==> src/core/pmc_map.svh <==
// Constant map for the multi-cycle core timing decoder
`ifndef PMC_MAP_SVH
`define PMC_MAP_SVH
`define PMC_MAX_CYCLES      4'h8
`define PMC_RAM_DEPTH       256
`define PMC_CLK_NS          50
`define PMC_OP_ADD          4'h2
`define PMC_OP_ADD_CY       4'h3
`define PMC_OP_SUB_BR       4'h9
`define PMC_OP_INC          4'h0
`define PMC_OP_DEC          4'h1
`define PMC_OP_XMV_RD_DP    8'hE0
`define PMC_OP_XMV_RD_RI0   8'hE2
`define PMC_OP_XMV_RD_RI1   8'hE3
`define PMC_OP_XMV_WR_DP    8'hF0
`define PMC_OP_XMV_WR_RI0   8'hF2
`define PMC_OP_XMV_WR_RI1   8'hF3
`define PMC_OP_CMV_DP       8'h93
`define PMC_OP_CMV_PC       8'h83
`define PMC_OP_JC           8'h40
`define PMC_OP_JNC          8'h50
`define PMC_OP_JB           8'h20
`define PMC_OP_JNB          8'h30
`define PMC_OP_JBC          8'h10
`define PMC_OP_MUL          8'hA4
`define PMC_OP_DIV          8'h84
`define PMC_XMV_CYC         4'h3
`define PMC_CMV_CYC         4'h3
`define PMC_MUL_CYC         4'h4
`define PMC_DIV_CYC         4'h8
`define PMC_FLAG_CY         7
`define PMC_FLAG_AC         6
`define PMC_FLAG_OV         2
`endif

==> src/core/pmc_pkg.sv <==
// Types shared by the core timing decoder
package pmc_pkg;
	typedef enum logic [2:0] {
		PMC_AM_NONE = 3'b000,
		PMC_AM_REG  = 3'b001,
		PMC_AM_DIR  = 3'b010,
		PMC_AM_IND  = 3'b011,
		PMC_AM_IMM  = 3'b100,
		PMC_AM_ACC  = 3'b101
	} pmc_amode_type;
	typedef enum logic [1:0] {
		PMC_ST_RUN  = 2'b00,
		PMC_ST_HALT = 2'b01,
		PMC_ST_STEP = 2'b10
	} pmc_state_type;
endpackage

==> src/core/pmc_alu.sv <==
// Arithmetic unit with standard flag effects
`timescale 1ns/1ps
`default_nettype none
`include "pmc_map.svh"
module pmc_alu
	import pmc_pkg::*;
(
	// Operands
	input  wire logic [3:0] op_hi_i,
	input  wire logic [7:0] acc_i,
	input  wire logic [7:0] opnd_i,
	input  wire logic [7:0] flags_i,
	// Results
	output logic      [7:0] res_o,
	output logic      [7:0] flags_o
);
	logic [8:0] sum;
	logic [4:0] half;
	logic       cin;
	always_comb begin
		cin     = flags_i[`PMC_FLAG_CY];
		res_o   = acc_i;
		flags_o = flags_i;
		sum     = 9'h000;
		half    = 5'h00;
		case (op_hi_i)
		`PMC_OP_ADD, `PMC_OP_ADD_CY: begin
			if (op_hi_i == `PMC_OP_ADD)
				cin = 1'b0;
			sum  = {1'b0, acc_i} + {1'b0, opnd_i} + {8'h00, cin};
			half = {1'b0, acc_i[3:0]} + {1'b0, opnd_i[3:0]} + {4'h0, cin};
			res_o = sum[7:0];
			flags_o[`PMC_FLAG_CY] = sum[8];
			flags_o[`PMC_FLAG_AC] = half[4];
			flags_o[`PMC_FLAG_OV] = (acc_i[7] == opnd_i[7]) && (sum[7] != acc_i[7]);
		end
		`PMC_OP_SUB_BR: begin
			sum  = {1'b0, acc_i} - {1'b0, opnd_i} - {8'h00, cin};
			half = {1'b0, acc_i[3:0]} - {1'b0, opnd_i[3:0]} - {4'h0, cin};
			res_o = sum[7:0];
			flags_o[`PMC_FLAG_CY] = sum[8];
			flags_o[`PMC_FLAG_AC] = half[4];
			flags_o[`PMC_FLAG_OV] = (acc_i[7] != opnd_i[7]) && (sum[7] != acc_i[7]);
		end
		`PMC_OP_INC: res_o = opnd_i + 8'h01;
		`PMC_OP_DEC: res_o = opnd_i - 8'h01;
		default: res_o = acc_i;
		endcase
	end
endmodule // pmc_alu
`default_nettype wire

==> src/core/pmc_core.sv <==
// Instruction timing decoder, arithmetic execution, flash access and debug control
`timescale 1ns/1ps
`default_nettype none
`include "pmc_map.svh"
module pmc_core
	import pmc_pkg::*;
(
	// Clock and reset
	input  wire logic        clk_i,
	input  wire logic        rstn_i,
	// Instruction stream
	input  wire logic [7:0]  opcode_i,
	input  wire logic [7:0]  operand_i,
	input  wire logic        cond_i,
	input  wire logic        issue_i,
	output logic             ready_o,
	// Flash and external data space
	input  wire logic        flash_sel_i,
	input  wire logic        flash_erase_i,
	output logic             flash_wr_o,
	output logic             flash_erase_o,
	output logic             code_rd_o,
	output logic             ext_rd_o,
	output logic             ext_wr_o,
	// Debug link requests
	input  wire logic        dbg_halt_i,
	input  wire logic        dbg_run_i,
	input  wire logic        dbg_step_i,
	input  wire logic        dbg_bp_en_i,
	input  wire logic [15:0] dbg_bp_addr_i,
	input  wire logic        dbg_ram_wr_i,
	input  wire logic [7:0]  dbg_addr_i,
	input  wire logic [7:0]  dbg_wdata_i,
	output logic      [7:0]  dbg_rdata_o,
	output logic             dbg_halted_o,
	// Execution state
	output logic      [3:0]  cycles_o,
	output logic      [1:0]  bytes_o,
	output logic             done_o,
	output logic      [7:0]  acc_o,
	output logic      [7:0]  flags_o,
	output logic      [15:0] pc_o
);
	logic [7:0]    ram_r [0:`PMC_RAM_DEPTH-1];
	logic [7:0]    acc_r, acc_nxt, flags_r, flags_nxt;
	logic [15:0]   pc_r, pc_nxt;
	logic [3:0]    cnt_r, cnt_nxt, cyc;
	logic [1:0]    nbytes;
	pmc_state_type st_r, st_nxt;
	pmc_amode_type am;
	logic [7:0]    opnd, alu_res, alu_flags, ram_addr, dbg_rdata_r, dbg_rdata_nxt;
	logic          busy, accept, halted_req, wr_ram, wr_acc;
	logic [2:0]    halt_s_r, run_s_r, step_s_r;
	logic          halt_q, run_q, step_q;

	// Addressing mode from the low opcode nibble; for nibble 4 the high nibble chooses accumulator or immediate
	function automatic pmc_amode_type amode(input logic [7:0] op);
		// Multiply and divide share the immediate nibble but carry no operand byte
		if (op == `PMC_OP_MUL || op == `PMC_OP_DIV)
			amode = PMC_AM_NONE;
		else if (op[3])
			amode = PMC_AM_REG;
		else if (op[3:1] == 3'b011)
			amode = PMC_AM_IND;
		else if (op[3:0] == 4'h5)
			amode = PMC_AM_DIR;
		else if (op[3:0] == 4'h4)
			amode = (op[7:4] <= `PMC_OP_DEC) ? PMC_AM_ACC : PMC_AM_IMM;
		else
			amode = PMC_AM_NONE;
	endfunction

	// Cycle count for one instruction
	function automatic logic [3:0] clocks(input logic [7:0] op, input logic taken);
		case (op)
		`PMC_OP_JC, `PMC_OP_JNC:
			clocks = taken ? 4'h3 : 4'h2;
		`PMC_OP_JB, `PMC_OP_JNB, `PMC_OP_JBC:
			clocks = taken ? 4'h4 : 4'h3;
		`PMC_OP_XMV_RD_DP, `PMC_OP_XMV_RD_RI0, `PMC_OP_XMV_RD_RI1,
		`PMC_OP_XMV_WR_DP, `PMC_OP_XMV_WR_RI0, `PMC_OP_XMV_WR_RI1:
			clocks = `PMC_XMV_CYC;
		`PMC_OP_CMV_DP, `PMC_OP_CMV_PC:
			clocks = `PMC_CMV_CYC;
		`PMC_OP_MUL:
			clocks = `PMC_MUL_CYC;
		`PMC_OP_DIV:
			clocks = `PMC_DIV_CYC;
		default:
			case (amode(op))
			PMC_AM_REG, PMC_AM_ACC: clocks = 4'h1;
			PMC_AM_DIR, PMC_AM_IMM: clocks = 4'h2;
			PMC_AM_IND: clocks = 4'h2;
			default:    clocks = 4'h1;
			endcase
		endcase
	endfunction

	// Program bytes for one instruction
	function automatic logic [1:0] prog_bytes(input logic [7:0] op);
		case (op)
		`PMC_OP_JC, `PMC_OP_JNC:                  prog_bytes = 2'h2;
		`PMC_OP_JB, `PMC_OP_JNB, `PMC_OP_JBC:     prog_bytes = 2'h3;
		default:
			case (amode(op))
			PMC_AM_DIR, PMC_AM_IMM: prog_bytes = 2'h2;
			default:                prog_bytes = 2'h1;
			endcase
		endcase
	endfunction

	// Debug requests come over the link, so they are synchronised
	always_ff @(posedge clk_i or negedge rstn_i) begin
		if (!rstn_i) begin
			halt_s_r <= 3'h0;
			run_s_r  <= 3'h0;
			step_s_r <= 3'h0;
		end else begin
			halt_s_r <= {halt_s_r[1:0], dbg_halt_i};
			run_s_r  <= {run_s_r[1:0], dbg_run_i};
			step_s_r <= {step_s_r[1:0], dbg_step_i};
		end
	end
	assign halt_q = halt_s_r[1];
	assign run_q  = run_s_r[1];
	assign step_q = step_s_r[1] && !step_s_r[2];

	pmc_alu u_alu (
		.op_hi_i (opcode_i[7:4]),
		.acc_i   (acc_r),
		.opnd_i  (opnd),
		.flags_i (flags_r),
		.res_o   (alu_res),
		.flags_o (alu_flags)
	);

	always_comb begin
		am       = amode(opcode_i);
		cyc      = clocks(opcode_i, cond_i);
		nbytes   = prog_bytes(opcode_i);
		ram_addr = (am == PMC_AM_REG) ? {5'h00, opcode_i[2:0]} :
		           (am == PMC_AM_IND) ? ram_r[{7'h00, opcode_i[0]}] : operand_i;
		case (am)
		PMC_AM_IMM: opnd = operand_i;
		PMC_AM_ACC: opnd = acc_r;
		PMC_AM_NONE: opnd = 8'h00;
		default:    opnd = ram_r[ram_addr];
		endcase
	end

	// Halted core takes no new instruction; breakpoint stops before issue
	assign busy       = (cnt_r != 4'h0);
	assign halted_req = dbg_bp_en_i && (pc_r == dbg_bp_addr_i);
	assign ready_o    = !busy && (st_r != PMC_ST_HALT) && !halted_req;
	assign accept     = issue_i && ready_o;
	assign wr_acc     = accept && ((opcode_i[7:4] == `PMC_OP_ADD) ||
	                    (opcode_i[7:4] == `PMC_OP_ADD_CY) || (opcode_i[7:4] == `PMC_OP_SUB_BR) ||
	                    (am == PMC_AM_ACC)) && (am != PMC_AM_NONE);
	assign wr_ram     = accept && !wr_acc && (am != PMC_AM_NONE) && (am != PMC_AM_IMM) &&
	                    ((opcode_i[7:4] == `PMC_OP_INC) || (opcode_i[7:4] == `PMC_OP_DEC));

	always_comb begin
		cnt_nxt = busy ? cnt_r - 4'h1 : 4'h0;
		acc_nxt = acc_r;
		flags_nxt = flags_r;
		pc_nxt  = pc_r;
		st_nxt  = st_r;
		dbg_rdata_nxt = ram_r[dbg_addr_i];
		if (accept) begin
			cnt_nxt = cyc - 4'h1;
			pc_nxt  = pc_r + {14'h0000, nbytes};
			if (wr_acc) begin
				acc_nxt = alu_res;
				flags_nxt = alu_flags;
			end
			if (st_r == PMC_ST_STEP)
				st_nxt = PMC_ST_HALT;
		end
		case (st_r)
		PMC_ST_RUN:  if (halt_q || (halted_req && !busy)) st_nxt = PMC_ST_HALT;
		PMC_ST_HALT: if (step_q) st_nxt = PMC_ST_STEP;
		             else if (run_q) st_nxt = PMC_ST_RUN;
		PMC_ST_STEP: ;
		default:     st_nxt = PMC_ST_HALT;
		endcase
	end

	always_ff @(posedge clk_i or negedge rstn_i) begin
		if (!rstn_i) begin
			cnt_r       <= 4'h0;
			acc_r       <= 8'h00;
			flags_r     <= 8'h00;
			pc_r        <= 16'h0000;
			st_r        <= PMC_ST_RUN;
			dbg_rdata_r <= 8'h00;
		end else begin
			cnt_r       <= cnt_nxt;
			acc_r       <= acc_nxt;
			flags_r     <= flags_nxt;
			pc_r        <= pc_nxt;
			st_r        <= st_nxt;
			dbg_rdata_r <= dbg_rdata_nxt;
		end
	end

	// RAM has no reset; debug writes only while halted
	always_ff @(posedge clk_i) begin
		if (wr_ram)
			ram_r[ram_addr] <= alu_res;
		else if (dbg_ram_wr_i && st_r == PMC_ST_HALT)
			ram_r[dbg_addr_i] <= dbg_wdata_i;
	end

	// Flash writes ride on external-data moves when flash is selected
	always_comb begin
		ext_wr_o      = accept && (opcode_i == `PMC_OP_XMV_WR_DP ||
		                opcode_i == `PMC_OP_XMV_WR_RI0 || opcode_i == `PMC_OP_XMV_WR_RI1);
		ext_rd_o      = accept && (opcode_i == `PMC_OP_XMV_RD_DP ||
		                opcode_i == `PMC_OP_XMV_RD_RI0 || opcode_i == `PMC_OP_XMV_RD_RI1);
		flash_wr_o    = ext_wr_o && flash_sel_i && !flash_erase_i;
		flash_erase_o = ext_wr_o && flash_sel_i && flash_erase_i;
		code_rd_o     = accept && (opcode_i == `PMC_OP_CMV_DP ||
		                opcode_i == `PMC_OP_CMV_PC);
	end

	assign cycles_o     = cyc;
	assign bytes_o      = nbytes;
	assign done_o       = (cnt_r == 4'h1) || (accept && cyc == 4'h1);
	assign acc_o        = acc_r;
	assign flags_o      = flags_r;
	assign pc_o         = pc_r;
	assign dbg_rdata_o  = dbg_rdata_r;
	assign dbg_halted_o = (st_r == PMC_ST_HALT);
endmodule // pmc_core
`default_nettype wire

==> config.mk <==
export PLATFORM = sky130hd
export DESIGN_NAME = pmc_core
export DESIGN_NICKNAME = d
export VERILOG_FILES = /design/src/core/pmc_pkg.sv /design/src/core/pmc_alu.sv /design/src/core/pmc_core.sv
export VERILOG_INCLUDE_DIRS = /design/src /design/src/core
export SDC_FILE = /design/constraint.sdc
export NUM_CORES = 2
export LEC_CHECK = 0
export ABC_CLOCK_PERIOD_IN_PS = 14100
export BUFFER_PORTS_ARGS = -buffer_cell sky130_fd_sc_hd__buf_4
export CELL_PAD_IN_SITES_DETAIL_PLACEMENT = 0
export CELL_PAD_IN_SITES_GLOBAL_PLACEMENT = 2
export CORE_MARGIN = 3
export CORE_UTILIZATION = 41
export DETAILED_ROUTE_END_ITERATION = 8
export PLACE_DENSITY = 0.86
export SYNTH_ARGS = -nofsm -noshare
export SYNTH_HDL_FRONTEND = slang
export SYNTH_SLANG_ARGS = --single-unit
==> constraint.sdc <==
create_clock -name clk_i -period 14.1 [get_ports clk_i]
set_input_delay 2.82 -clock clk_i [delete_from_list [all_inputs] [get_ports clk_i]]
set_output_delay 2.82 -clock clk_i [all_outputs]
set_load 0.02 [all_outputs]
---- Yosys cells after proc, flatten, opt, wreduce, memory -nomap -nowiden ----
Memories as Yosys holds them, arrays and structs flattened. A register that Yosys moved wholly into a read port is not among the register bits.
Index checks and enable logic that the tools add are counted.
W data, S select, Z words.
word-level totals
  logic and storage cells ................. 160
  input port bits ......................... 59
  bits in registers ....................... 40
  bits in writable memories ............... 2048
  output and inout bits ................... 54
  memories kept ........................... 1
memory list
  memory  depth  width  rd ports  clocked after memory_dff  write ports  RTL line        text
  ram_r   256    8      3         1                         1            pmc_core.sv:44  logic [7:0] ram_r [0:`PMC_RAM_DEPTH-1];
cells by class
  reductions and logical operators ........ 57
  order comparisons ....................... 1
  $add $sub $neg .......................... 13
  eq/ne operators ......................... 42
  mux-type cells .......................... 38
operators with widths
  cell                   number
  $eq A8 B8 Y1 const B   10
  $mux W8                4
  $pmux W8 S4            1
  $mux W3                8
  $pmux W8 S3            1
  $logic_and A1 B1 Y1    22
  $pmux W4 S5            1
  $add A16 B2 Y16        1
  $eq A16 B16 Y1         1
  $eq A8 B6 Y1 const B   2
  $eq A8 B7 Y1 const B   2
  $reduce_or A8 Y1       2
  $eq A3 B2 Y1 const B   5
  $reduce_or A15 Y1      1
  $mux W2                7
  $eq A3 B3 Y1 const B   4
  $eq A4 B1 Y1 const B   3
  $logic_or A1 B1 Y1     12
  $mux W1                10
  $add A8 B8 Y9          1
  $add A9 B1 Y9          1
  $sub A8 B8 Y9          1
  $sub A9 B1 Y9          1
  $add A8 B1 Y8 const B  1
  34 further kinds       49

---- Longest topological paths before layout ----
  depth after elaboration ................. 20
  depth in mapped cells ................... 32
  depth with buffers taken out ............ 25

---- Modules after synthesis ----
Synthesis repeated with hierarchy kept, for this count alone.
unflattened totals
  cells, all modules ...................... 6719
  area total of the unflattened synthesis .. 102181.8 um^2
by module, submodules not included
  module    cells each  times used  sequential area each (um^2)  area each (um^2)
  pmc_core  6534        1           62825.3                      100756.6
  pmc_alu   185         1           0.0                          1425.1

---- Least setup slack after synthesis ----
Ideal clock, no wire load.
  path kind ............................... input port to flip-flop
  start point ............................. input opcode_i[0]
  end point ............................... memory ram_r[0][7], data pin
  buffers on the path ..................... 7
  required time ........................... 12369 ps
  setup time .............................. 1731 ps
  arrival time ............................ 14698 ps
  setup slack ............................. -2329 ps
  stages .................................. 24
  cell sequence ........................... buf_6 -> and4b_1 -> buf_6 -> o21ai_4 -> nand2_4 -> buf_6 -> buf_4 -> buf_2 -> buf_2 -> buf_2 -> nand3_1 -> a311oi_1 -> nor3_1 -> a211oi_1 -> a31oi_1 -> mux2i_1 -> a211oi_1 -> a221o_1 -> ha_1 -> nor4_1 -> o21ai_0 -> a21o_1 -> mux2_4 -> a31oi_1
on the way
  longest elaborated chain between the ends .. 19
  elaborated cells on any way between the ends .. 40
  classes of those cells .................. 6 x add/sub; 9 x eq/ne; 12 x mux; 12 x reduce/logical; 1 x memory
ends and longest elaborated chain
  what                                                    RTL line        text
  start, declared                                         pmc_core.sv:12  input wire logic [7:0] opcode_i,
  branches (longest 18 deep; another with $sub A8 B8 Y9)  -
  $mux W8 (no line) *                                     -
  end, declared                                           pmc_core.sv:44
Every way passes the cells marked *.

---- Worst setup path in the final report ----
  start point ............................. input opcode_i[0]
  end point ............................... memory ram_r[246][6], data pin
Same word-level chain as after synthesis.

==> impl_summary.md <==
Status
The flow ran to the end, but the final reports show violations. The final reports fail on design-rule violations.

Pwr
Summed over all cells, the static leakage comes to 38.6 nW. The peak supply drop is 0.189 mV. The ratio of total power to cell area is 147 nW/µm². Total power for the finished layout comes to 16.9 mW.

STA
Summed over all failing endpoints, the final setup total negative slack is 0 ns. Setup repair after global routing left no endpoint under its margin. Measured against its own limit, the worst slew margin works out to 0.0390. The clock arrives with 0.0440 ns of skew.

Setup violations remaining at the end of the flow were counted as 0. The minimum clock period is 11.23 ns. The final-report hold violation count came to 0. Of the available clock period, the critical path in the final layout requires 0.796. Based on the critical path, the design can be clocked at up to 89.1 MHz.

For the pin with the worst max-slew slack, the measured transition is 1.44 ns. The final worst-path setup slack is 2.87 ns. The max-slew violation total from the final report is 0. The final hold slack is 0.354 ns.

Placement
Counting tap cells, the placed design contains a total of 11000 instances. The last weighted congestion value of the routability-driven placer is 0.950. The port buffer count is 107. The pre-CTS setup slack is 2.20 ns. Detailed placement ended at an HPWL of 223000 µm. The placed instances occupy a cell area of 108000 µm².

GRT
For met2 alone, demand over resource in global routing was 0.424. For met3 alone, demand over resource in global routing was 0.0630. The number of antenna violations at the first check in global routing was 19.

The met1 track utilization from global routing is 0.362. The via count of the first global-routing pass is 70800. Entering global routing, the biggest net connects 257 pins. The layer with the highest usage is met2. The first global-routing pass estimated 516000 µm of wire. The sum of overflow across all layers after global routing is 0. For this run, the total global-route usage over all layers was measured as 0.274.

Clock network
Buffers inserted during clock tree synthesis total 215. Clock tree synthesis found a total of 2096 sinks. The clock latency of the later-clocked register in the worst-skew pair is 0.90 ns. The root buffer cell is sky130_fd_sc_hd__clkbuf_16. In this run the deepest clock path goes through 3 buffers. Clock-pin slew was measured on the worst setup and hold paths at 0.06 ns.

The TritonCTS clock tree is yes. The total of cells resized after clock tree synthesis is 0. The number of buffers inserted by post-CTS setup repair is 0. The count of hold-fix buffers inserted at cts is 0. The H-tree generated during clock tree synthesis spans 4 levels.

Critical path
The startpoint identified for the worst register-to-register timing path is ram_r[1][0]$_DFFE_PP_. The count of cells along the worst register-to-register path is 26. The biggest cell delay along the critical path is 0.73 ns. The setup check on the worst reg-to-reg path leaves a slack of 4.83 ns. Data arrives at the worst endpoint at 11.83 ns.

Among the stages of the critical path, the cell type that occurs most often is sky130_fd_sc_hd__buf_4. The worst setup path is launched from an input port. The required arrival time at the worst endpoint is 14.70 ns. On the critical path, the stage with the largest delay is an instance of sky130_fd_sc_hd__nand2_4. Along the worst path, the maximum fanout reaches 93. The kind of end point of the critical path is a register. The start-to-end type of the worst setup path is in2reg. The endpoint of the most critical register-to-register path is ram_r[246][6]$_DFFE_PP_.

Final layout
The layout-stage area growth over the synthesis result is 11.0%. Leaving out fill and tap cells, the most frequent cells in the layout are sky130_fd_sc_hd__edfxtp_1, sky130_fd_sc_hd__nand2_1, sky130_fd_sc_hd__nand3_1, sky130_fd_sc_hd__mux4_2, sky130_fd_sc_hd__nor2_1. The share of final-layout standard cells stronger than drive strength 1 is 0.179.

The final design utilization is 0.458. The final standard cell count with taps included and fillers excluded is 11400. Fill cells in the final layout number 22200. The final cell area excluding filler cells is 115000 µm².

At the end of the flow, the number of nets in the layout was 7944. The most frequent standard cell in the layout excluding fill and tap cells is sky130_fd_sc_hd__edfxtp_1.

Detailed routing
The number of nets still failing antenna checks after routing is 0. After detailed routing, the average wire length per cell comes to 31.8 µm. The DRC violation count after routing is 10. The routed wire length is 363000 µm.

For this block, the initial DRC count from the detailed router was 10600. The vias per cell is 6.47. The number of iterations in the first detailed-routing pass is 9. The via count of the routed design is 73700.

Logic synthesis
The top cell type's share of synthesized area is 0.592. The number of enable flip-flop cells after synthesis is 2048. The top flip-flop cell by instance count after synthesis is sky130_fd_sc_hd__edfxtp_1.

The async set or reset register ratio after synthesis is 0.0229. Each instance of the synthesized netlist takes up on average 13.1 µm². Synthesis produced 7956 cells.

Sorting the synthesized cells by area gives the leading types as sky130_fd_sc_hd__edfxtp_1, sky130_fd_sc_hd__mux4_2, sky130_fd_sc_hd__nand2_1. The post-synthesis sequential element count is 2096. For this run, the number of Yosys warnings is 0.

The number of distinct standard cells referenced by the synthesized netlist is 101. Of all cell types, the one taking the most synthesized area is sky130_fd_sc_hd__edfxtp_1. The cell area that synthesis handed to floorplanning was 104000 µm². The sequential area share after synthesis is 0.603.

Worst hold path
Counting instances, the worst hold path has a depth of 0. The path class of the tightest hold or removal check is reg2reg. The worst min-delay path endpoint is halt_s_r[1]$_DFF_PN0_. In this run the most critical hold path is launched from halt_s_r[0]$_DFF_PN0_.

Die
113 I/O pins were placed. Measured along the x axis, the die boundary spans 509 µm. The height of the die is 509 µm.

The core region is 252000 µm². In this run the core area contains 184 standard-cell rows. The die area is 260000 µm². The initial cell density of the core is 0.413.

Run
The max-capacitance violation count is 0.
==> cell families (layout without fill, tap and decap cells) <==
| family | Yosys count | in the layout | synth area share |
|---|---|---|---|
| multiplexers | 830 | 830 | 0.164 |
| adder cells (fa/ha/maj) | 37 | 37 | 0.00489 |
| buffers and inverters | 694 | 767 | 0.0291 |
| flip-flops | 2096 | 2096 | 0.603 |
| AO/OA/AOI/OAI | 576 | 576 | 0.0411 |
| other | 1 | 16 | 0.0000361 |
| XOR/XNOR | 50 | 50 | 0.00421 |
| AND/OR/NAND/NOR | 3672 | 3672 | 0.154 |
==> per-layer routing <==
| layer | part of all wire | vias to the layer above |
|---|---|---|
| met5 | 0.00019 | - |
| met4 | 0.060 | 10 |
| met1 | 0.37 | 37500 |
| met3 | 0.11 | 953 |
| met2 | 0.46 | 4977 |
| li1 | - | 30300 |
==> registers in the layout, summed over array words and instances, names as in the netlist <==
register	cells
run_s_r	2
dbg_rdata_o	8
ram_r	2048
cnt_r	4
st_r	2
flags_o	3
acc_o	8
halt_s_r	2
pc_o	16
step_s_r	3
==> synthesized netlist by cell type (all sizes together), types with 16 or more instances <==
| library cell | count |
|---|---|
| mux2i | 108 |
| a21oi | 89 |
| and3 | 116 |
| nor3 | 40 |
| ha | 31 |
| clkbuf | 321 |
| dfrtp | 48 |
| o31ai | 16 |
| nand4 | 37 |
| a211oi | 45 |
| a32oi | 17 |
| nor2 | 328 |
| a311oi | 87 |
| o21ai | 44 |
| buf | 328 |
| a221oi | 26 |
| nand3 | 1181 |
| inv | 44 |
| mux4 | 693 |
| nand2 | 1909 |
| mux2 | 29 |
| a31oi | 103 |
| xnor2 | 36 |
| edfxtp | 2048 |
| a22oi | 19 |
==> layout make-up <==
cell class	count	area, µm²	area share
sequential	2096	62700	0.544
multi-input combinational	5170	38500	0.334
clock buffer	260	5670	0.0491
tap	3348	4190	0.0363
timing repair buffer	320	2870	0.0249
clock inverter	142	1230	0.0107
inverter	45	169	0.00146
antenna	11	27.5	0.000239
==> critical path: cells and delay by family <==
kind / cells / cell delay, ns
compound gates: 11 / 2.88
fa+ha+maj: 1 / 0.40
mux: 3 / 0.92
buf+inv: 5 / 2.80
simple gates: 7 / 1.61
xor+xnor: 1 / 0.11
==> power by group <==
part | switching (mW) | internal (mW)
logic | 2.41 | 0.817
registers | 0.0583 | 7.93
clock network | 2.50 | 3.19
total | 4.97 | 11.9
==> how the worst max path moves through the flow <==
stage | start | to | cells past startpoint
finish | opcode_i[0] | ram_r[246][6]$_DFFE_PP_ | 28
global route | opcode_i[0] | ram_r[253][6]$_DFFE_PP_ | 28
CTS | opcode_i[0] | ram_r[253][6]$_DFFE_PP_ | 28
detailed placement | opcode_i[0] | ram_r[248][6]$_DFFE_PP_ | 28
global placement | opcode_i[0] | ram_r[248][6]$_DFFE_PP_ | 28
floorplan | opcode_i[0] | ram_r[0][7]$_DFFE_PP_ | 27
Power figures use the tool's default switching activity.
